`src/icr_pkg.sv`:
```
/*
 * Constants and types for the input calibration register bank.
 * Assumes a 16-bit word bank at word offsets 0x16 to 0x23.
 */
package icr_pkg;
   // Calibration values are fractions of the total, times 65536
   typedef logic [15:0] icr_word_t;

   localparam int NUM_REGS = 14;
   localparam logic [7:0] OFF_BASE = 8'h16;
   localparam logic [7:0] OFF_MAN_HSTART = 8'h16;
   localparam logic [7:0] OFF_MAN_VSTART = 8'h17;
   localparam logic [7:0] OFF_HSYNC_LO = 8'h18;
   localparam logic [7:0] OFF_HSYNC_HI = 8'h19;
   localparam logic [7:0] OFF_VSYNC_LO = 8'h1a;
   localparam logic [7:0] OFF_VSYNC_HI = 8'h1b;
   localparam logic [7:0] OFF_HPOS_LO = 8'h1c;
   localparam logic [7:0] OFF_HPOS_HI = 8'h1d;
   localparam logic [7:0] OFF_VPOS_LO = 8'h1e;
   localparam logic [7:0] OFF_VPOS_HI = 8'h1f;
   localparam logic [7:0] OFF_GPO = 8'h20;
   localparam logic [7:0] OFF_IHC_COPY = 8'h21;
   localparam logic [7:0] OFF_IVC_COPY = 8'h22;
   localparam logic [7:0] OFF_HACT = 8'h23;

   // Word indices inside the bank
   localparam logic [3:0] IDX_MAN_HSTART = 4'h0;
   localparam logic [3:0] IDX_MAN_VSTART = 4'h1;
   localparam logic [3:0] IDX_HSYNC_LO = 4'h2;
   localparam logic [3:0] IDX_HSYNC_HI = 4'h3;
   localparam logic [3:0] IDX_VSYNC_LO = 4'h4;
   localparam logic [3:0] IDX_VSYNC_HI = 4'h5;
   localparam logic [3:0] IDX_HPOS_LO = 4'h6;
   localparam logic [3:0] IDX_HPOS_HI = 4'h7;
   localparam logic [3:0] IDX_VPOS_LO = 4'h8;
   localparam logic [3:0] IDX_VPOS_HI = 4'h9;
   localparam logic [3:0] IDX_GPO = 4'ha;
   localparam logic [3:0] IDX_IHC_COPY = 4'hb;
   localparam logic [3:0] IDX_IVC_COPY = 4'hc;
   localparam logic [3:0] IDX_HACT = 4'hd;

   localparam icr_word_t RST_MAN_HSTART = 16'h2666;
   localparam icr_word_t RST_MAN_VSTART = 16'h0666;
   localparam icr_word_t RST_OTHER = 16'h0000;

   // Reset value of a bank word by index
   function automatic icr_word_t resetValue(input int idx);
      if (idx == int'(IDX_MAN_HSTART)) begin
         return RST_MAN_HSTART;
      end
      if (idx == int'(IDX_MAN_VSTART)) begin
         return RST_MAN_VSTART;
      end
      return RST_OTHER;
   endfunction
endpackage

```
`src/icr_reg_file.sv`:
```
/*
 * Storage for the calibration bank: one flop word per register with
 * per-word write enables and a registered read port.
 * Assumes the caller resolves write priority before the enables.
 */
`timescale 1ns/100ps
module icr_reg_file (
   input wire logic clk,
   input wire logic reset_n,
   input wire logic [icr_pkg::NUM_REGS-1:0] wrEn,
   input wire logic [icr_pkg::NUM_REGS*16-1:0] wrData,
   input wire logic rdEn,
   input wire logic [3:0] rdIdx,
   output logic [15:0] rdData,
   output logic [icr_pkg::NUM_REGS*16-1:0] words
);
   genvar i;

   // Each word loads its own reset constant
   generate
      for (i = 0; i < icr_pkg::NUM_REGS; i++) begin : gWord
         always_ff @(posedge clk or negedge reset_n) begin
            if (!reset_n) begin
               words[i*16 +: 16] <= icr_pkg::resetValue(i);
            end else if (wrEn[i]) begin
               words[i*16 +: 16] <= wrData[i*16 +: 16];
            end
         end
      end
   endgenerate

   // Registered read; reading has no side effect on the words
   always_ff @(posedge clk or negedge reset_n) begin
      if (!reset_n) begin
         rdData <= 16'h0000;
      end else if (rdEn) begin
         // An index past the last word stands for an unmapped address
         if (int'(rdIdx) < icr_pkg::NUM_REGS) begin
            rdData <= words[rdIdx*16 +: 16];
         end else begin
            rdData <= 16'h0000;
         end
      end
   end
endmodule

```
`src/input_calibration_regs.sv`:
```
/*
 * Input calibration register bank: manual start-of-video selection,
 * sync and position limit clamping, output shadow, count copies and
 * current active width/height.
 * Assumes all inputs are synchronous to clk; host read data arrive one
 * cycle after the read strobe.
 */
// Notes on behaviour
// - Manual mode uses stored horizontal start
// - Manual mode uses stored vertical start
// - Manual mode exactly when calibration disabled
// - Values are 16-bit fractions times 65536
// - Horizontal sync start kept within limits
// - Vertical sync start kept within limits
// - Horizontal limits: pan in zoom, else offset
// - Vertical limits: pan in zoom, else offset
// - Output shadow; bit 0 from micro-controller
// - Micro-controller keeps input count copies
// - Horizontal active: default or measured width
// - Vertical active falls back to default
`timescale 1ns/100ps
module input_calibration_regs (
   input wire logic clk,
   input wire logic reset_n,
   input wire logic hostWrite,
   input wire logic hostRead,
   input wire logic [7:0] hostAddr,
   input wire logic [15:0] hostWData,
   output logic [15:0] hostRData,
   output logic hostRValid,
   input wire logic ucGpoWrite,
   input wire logic ucGpoBit0,
   input wire logic autoCalDisable,
   input wire logic [15:0] autoHorizBegin,
   input wire logic [15:0] autoVertBegin,
   output logic [15:0] horizVideoBeginSel,
   output logic [15:0] vertVideoBeginSel,
   input wire logic countStrobe,
   input wire logic [15:0] inputHorizCount,
   input wire logic [15:0] inputVertCount,
   input wire logic horizMeasStrobe,
   input wire logic horizMeasValid,
   input wire logic [15:0] horizVideoBegin,
   input wire logic [15:0] horizVideoEnd,
   input wire logic [15:0] defaultHorizActive,
   input wire logic vertMeasValid,
   input wire logic [15:0] measVertActive,
   input wire logic [15:0] defaultVertActive,
   output logic [15:0] vertActiveHeight,
   input wire logic [15:0] horizSyncStartReq,
   input wire logic [15:0] vertSyncStartReq,
   output logic [15:0] horizSyncStart,
   output logic [15:0] vertSyncStart,
   input wire logic zoomEnable,
   input wire logic [15:0] horizPositionReq,
   input wire logic [15:0] vertPositionReq,
   output logic [15:0] horizPosition,
   output logic [15:0] vertPosition,
   output logic positionIsPan,
   output logic [15:0] generalOutput
);
   logic [icr_pkg::NUM_REGS-1:0] wrEn;
   logic [icr_pkg::NUM_REGS*16-1:0] wrData;
   logic [icr_pkg::NUM_REGS*16-1:0] words;
   logic hostHit;
   logic [3:0] hostIdx;
   icr_pkg::icr_word_t horizActiveCalc;

   // Bank word by index
   function automatic icr_pkg::icr_word_t word(input logic [3:0] idx,
         input logic [icr_pkg::NUM_REGS*16-1:0] w);
      return w[idx*16 +: 16];
   endfunction

   // Saturating range limit; an inverted range yields the lower limit
   function automatic icr_pkg::icr_word_t clampTo(input icr_pkg::icr_word_t v,
         input icr_pkg::icr_word_t lo, input icr_pkg::icr_word_t hi);
      if (v < lo || lo > hi) begin
         return lo;
      end
      if (v > hi) begin
         return hi;
      end
      return v;
   endfunction

   // Address decode onto the bank
   assign hostHit = (hostAddr >= icr_pkg::OFF_BASE) && (hostAddr <= icr_pkg::OFF_HACT);
   assign hostIdx = 4'(hostAddr - icr_pkg::OFF_BASE);

   // Width from measured edges, unsigned fraction of the total
   assign horizActiveCalc = horizVideoEnd - horizVideoBegin;

   // Write priority: internal updates win over a host write to the same word
   always_comb begin
      wrEn = '0;
      wrData = words;
      if (hostWrite && hostHit) begin
         wrEn[hostIdx] = 1'b1;
         wrData[hostIdx*16 +: 16] = hostWData;
         if (hostIdx == icr_pkg::IDX_GPO) begin
            // Host owns only the upper bits of the shadow
            wrData[icr_pkg::IDX_GPO*16] = words[icr_pkg::IDX_GPO*16];
         end
      end
      if (ucGpoWrite) begin
         wrEn[icr_pkg::IDX_GPO] = 1'b1;
         wrData[icr_pkg::IDX_GPO*16] = ucGpoBit0;
      end
      if (countStrobe) begin
         wrEn[icr_pkg::IDX_IHC_COPY] = 1'b1;
         wrEn[icr_pkg::IDX_IVC_COPY] = 1'b1;
         wrData[icr_pkg::IDX_IHC_COPY*16 +: 16] = inputHorizCount;
         wrData[icr_pkg::IDX_IVC_COPY*16 +: 16] = inputVertCount;
      end
      if (horizMeasStrobe) begin
         wrEn[icr_pkg::IDX_HACT] = 1'b1;
         // An end at or before the start is no valid measurement
         if (horizMeasValid && horizVideoEnd > horizVideoBegin) begin
            wrData[icr_pkg::IDX_HACT*16 +: 16] = horizActiveCalc;
         end else begin
            wrData[icr_pkg::IDX_HACT*16 +: 16] = defaultHorizActive;
         end
      end
   end

   // Unmapped reads use an index past the last word, which reads zero;
   // this keeps the read data straight out of the file's register
   icr_reg_file uFile (
      .clk(clk),
      .reset_n(reset_n),
      .wrEn(wrEn),
      .wrData(wrData),
      .rdEn(hostRead),
      .rdIdx(hostHit ? hostIdx : 4'hf),
      .rdData(hostRData),
      .words(words)
   );

   // Read answer one cycle later, for mapped and unmapped addresses alike
   always_ff @(posedge clk or negedge reset_n) begin
      if (!reset_n) begin
         hostRValid <= 1'b0;
      end else begin
         hostRValid <= hostRead;
      end
   end

   // Start-of-video source chosen by the calibration-disable bit
   always_ff @(posedge clk or negedge reset_n) begin
      if (!reset_n) begin
         horizVideoBeginSel <= icr_pkg::RST_MAN_HSTART;
         vertVideoBeginSel <= icr_pkg::RST_MAN_VSTART;
      end else if (autoCalDisable) begin
         horizVideoBeginSel <= word(icr_pkg::IDX_MAN_HSTART, words);
         vertVideoBeginSel <= word(icr_pkg::IDX_MAN_VSTART, words);
      end else begin
         horizVideoBeginSel <= autoHorizBegin;
         vertVideoBeginSel <= autoVertBegin;
      end
   end

   // Sync start settings held inside the stored limit range, the same in every mode
   always_ff @(posedge clk or negedge reset_n) begin
      if (!reset_n) begin
         horizSyncStart <= icr_pkg::RST_OTHER;
         vertSyncStart <= icr_pkg::RST_OTHER;
      end else begin
         horizSyncStart <= clampTo(horizSyncStartReq, word(icr_pkg::IDX_HSYNC_LO, words),
            word(icr_pkg::IDX_HSYNC_HI, words));
         vertSyncStart <= clampTo(vertSyncStartReq, word(icr_pkg::IDX_VSYNC_LO, words),
            word(icr_pkg::IDX_VSYNC_HI, words));
      end
   end

   // Same limit words serve pan in zoom and offset otherwise
   always_ff @(posedge clk or negedge reset_n) begin
      if (!reset_n) begin
         horizPosition <= icr_pkg::RST_OTHER;
         vertPosition <= icr_pkg::RST_OTHER;
         positionIsPan <= 1'b0;
      end else begin
         positionIsPan <= zoomEnable;
         horizPosition <= clampTo(horizPositionReq, word(icr_pkg::IDX_HPOS_LO, words),
            word(icr_pkg::IDX_HPOS_HI, words));
         vertPosition <= clampTo(vertPositionReq, word(icr_pkg::IDX_VPOS_LO, words),
            word(icr_pkg::IDX_VPOS_HI, words));
      end
   end

   // Vertical active height with default fallback
   always_ff @(posedge clk or negedge reset_n) begin
      if (!reset_n) begin
         vertActiveHeight <= icr_pkg::RST_OTHER;
      end else begin
         vertActiveHeight <= vertMeasValid ? measVertActive : defaultVertActive;
      end
   end

   assign generalOutput = word(icr_pkg::IDX_GPO, words);
endmodule

```
`config.mk`:
```
export PLATFORM = sky130hd
export DESIGN_NAME = input_calibration_regs
export DESIGN_NICKNAME = d
export VERILOG_FILES = /design/src/icr_pkg.sv /design/src/icr_reg_file.sv /design/src/input_calibration_regs.sv
export SDC_FILE = /design/constraint.sdc
export NUM_CORES = 1
export LEC_CHECK = 0
export BUFFER_PORTS_ARGS = -buffer_cell sky130_fd_sc_hd__buf_2
export CELL_PAD_IN_SITES_DETAIL_PLACEMENT = 0
export CELL_PAD_IN_SITES_GLOBAL_PLACEMENT = 1
export CORE_UTILIZATION = 47
export DETAILED_ROUTE_END_ITERATION = 6
export PLACE_DENSITY = 0.91
export SYNTH_ARGS = -nofsm -noshare
export SYNTH_HDL_FRONTEND = slang
export SYNTH_SLANG_ARGS = --single-unit
export TNS_END_PERCENT = 1
```
`constraint.sdc`:
```
create_clock -name clk -period 4.4 [get_ports clk]
set_input_delay 0.22 -clock clk [delete_from_list [all_inputs] [get_ports clk]]
set_output_delay 0.22 -clock clk [all_outputs]
set_load 0.1 [all_outputs]
```
==> summary.md <==
| Metric | Value |
|---|---|
| Status | `finished, final reports clean` |
| Post-synth EDFFs | `0` |
| Share of cells above drive strength 1 | `22.2%` |
| H-tree levels | `2` |
| Die area | `0.0481 sq mm` |
| # fillers | `3,990` |
| Post-Synth XOR/XNOR Area | `0.586%` |
| Leakage | `12.8 nW` |
| Detail Placement HPWL | `60,400 um` |
| Critical Path AT | `3510 ps` |
| Final hold violations | `0` |
| Post-synthesis sequential area ratio | `40.0%` |
| First-pass GRT wire length | `120,000 um` |
| Required @ worst endpoint | `4810 ps` |
| Met2 GRT Util | `54.5%` |
| GPL Wtd Cong | `1.04` |
| Crit Path Class | `primary input to flop` |
| Layout area overhead | `22.4%` |
| Total gr overflow | `0` |
| Largest net degree at the start of global routing | `130` |
| Flip-flop and latch area | `0.00889 sq mm` |
| Drc violations | `0` |
| Total GRT Usage | `33.5%` |
| Final WL | `80,600 um` |
| GRT busiest layer | `met2` |
| Root Driver | `clkbuf_16` |
| Clock transition at the registers of the reported paths | `60 ps` |
| Post-synthesis mux area share | `13.2%` |
| Final setup viols | `0` |
| Hold bufs inserted after CTS | `127` |
| Most frequent cells in the layout | `buf_2, dfrtp_1, nand2_1, ha_1, inv_1` |
| Least-Margin Pin Slew | `1230 ps` |
| Synth Area in Simple Gates | `10.9%` |
| Hold Crit Class | `primary input to flop` |
| Period utilisation layout | `70.4%` |
| Multi-input gate area | `0.0120 sq mm` |
| Unique masters post-synth | `76` |
| Vias in the first global route | `19,800` |
| Initial antenna violation count | `5` |
| Fmax | `323 MHz` |
| CTS tree | `built` |
| Setup crit end kind | `flop` |
| Post-cts resize count | `0` |
| ANT nets after route | `0` |
| Clk_skew | `17.4 ps` |
| Worst-skew pair later-pin latency | `580 ps` |
| Main combinational cell family by area after synthesis | `compound AO/OA/AOI/OAI gates` |
| DR WL/cell | `24.0 um` |
| Relative slew slack | `17.8%` |
| Crit path max fanout | `32` |
| Core Area | `0.0466 sq mm` |
| Post-Synth Adder-Cell Area | `12.0%` |
| Post-Layout Cell Count | `3,354` |
| Count of pins over their slew limit | `0` |
| FF+latch count, synth | `354` |
| Compound-gate portion of the synthesized area | `17.2%` |
| Post-synthesis instance total | `2,260` |
| Vias per inst | `6.03` |
| Unrepaired setup endpoints after global routing | `false` |
| Post-route minimum period | `3100 ps` |
| IR Drop Worst-Case VDD | `0.000279 V` |
| Post-CTS Setup Inserts | `0` |
| Cells after DPL | `3,151` |
| Core Util, Final | `58.4%` |
| Net count reported at finish | `3,170` |
| Max Root-Sink Buffers | `3` |
| Sink Count | `354` |
| Synthesized Nets | `2,716` |
| Pwr/cell area | `324 mW/mm^2` |
| Startpoint type of the worst setup path | `primary input` |
| Num CTS Buffers | `41` |
| Post-synthesis cell area | `0.0222 sq mm` |
| Commonest non-fill, non-tap cell in the layout | `buf_2` |
| Die H | `219 um` |
| DRT iter0 DRCs | `2,088` |
| Syn avg cell area | `9.83 sq um` |
| First-pass DRT Iterations | `6` |
| Met1 usage | `42.2%` |
| Max-cap viol count | `0` |
| Die Span X | `219 um` |
| Dominant synthesized flop cell | `dfrtp_1` |
| I/O Buffers | `389` |
| Yosys warns | `0` |
| Final setup TNS | `0 ps` |
| Ys async rst share | `100%` |
| I/O Pins | `390` |
| Starting Density | `47.7%` |
| Rows | `79` |
| Met3 GRT Util | `7.72%` |
| Vias | `20,200` |
==> kinds of logic (layout without fill, tap and decap cells) <==
group,after synthesis,after routing
buf+inv,316,798
fa+ha+maj,212,212
simple gates,549,549
xor+xnor,14,14
flops,354,354
compound gates,568,568
other cells,0,5
mux,247,247
==> through the flow <==
stage	hold WS [ps]	power [mW]	instance area (sq um)	worst slack (ps)
final	0.973	8.82	27200	1300
after global routing	6.51	9.10	27200	1040
after CTS	0.0276	8.82	27200	1380
after detailed placement	330	5.24	24500	807
after global placement	327	5.21	24500	917
after floorplan	-75.6	4.67	22200	1540
==> synth_stat cells (all sizes together) (32+ instances only) <==
cell type | n | area, sq um
dfrtp | 328 | 8210
nand2 | 312 | 1170
ha | 211 | 2640
inv | 183 | 687
mux2i | 164 | 1640
o21ai | 134 | 671
a21oi | 123 | 631
o31ai | 112 | 851
nor2 | 86 | 323
clkbuf | 70 | 264
nand3 | 65 | 325
buf | 63 | 399
mux2 | 51 | 574
nand4 | 36 | 265
o221ai | 34 | 298
mux4 | 32 | 721
==> flip-flops by register name, summed over array words and instances (netlist names), 16 cells and up <==
signal,count
uFile.rdData,16
horizSyncStart,16
horizVideoBeginSel,16
vertSyncStart,16
uFile.words,224
horizPosition,16
vertPosition,16
vertVideoBeginSel,16
vertActiveHeight,16
==> report_power, final <==
part,switching (mW),total (mW),internal (mW)
registers,0.0654,3.44,3.38
clock network,1.42,3.50,2.08
logic,1.31,1.87,0.564
==> worst max-delay path, cell delays in order <==
cell	delay (ps)
buf_2	500
ha_1	520
o21ai_1	120
a211o_1	430
a211oi_2	260
buf_4	240
and3b_1	230
nand2_1	570
nand2_1	290
o31ai_1	100
==> routing by layer <==
layer	routed length (um)	vias up
met1	31500	9861
met5	0	-
li1	-	9130
met2	38400	996
met3	6860	223
met4	3840	0
==> layout make-up <==
class	instances	share of cell area (%)
multi-input cells	1590	44.1
flip-flops and latches	354	32.7
repair buffers	544	12.8
clock buffers	63	4.64
well taps	607	2.79
inverters	183	2.53
clock inverters	8	0.368
diodes	5	0.0460
==> path summary, 6_finish.rpt <==
check	slack (ps)	from	cells after the start	endpoint
min in group asynchronous	320	reset_n	2	horizPosition[11]$_DFF_PN0_
worst min register to register	490	uFile.rdData[10]$_DFFE_PN0P_	1	uFile.rdData[10]$_DFFE_PN0P_
worst max-delay path	1300	hostAddr[1]	10	uFile.words[57]$_DFFE_PN0P_
worst max register to register	1390	uFile.words[113]$_DFFE_PN0P_	9	horizPosition[1]$_DFF_PN0_
max in group asynchronous	2800	reset_n	3	uFile.words[68]$_DFFE_PN0P_
worst min-delay path	1	defaultHorizActive[3]	3	uFile.words[211]$_DFFE_PN0P_
No activity file was read; power rests on OpenSTA's default activity.
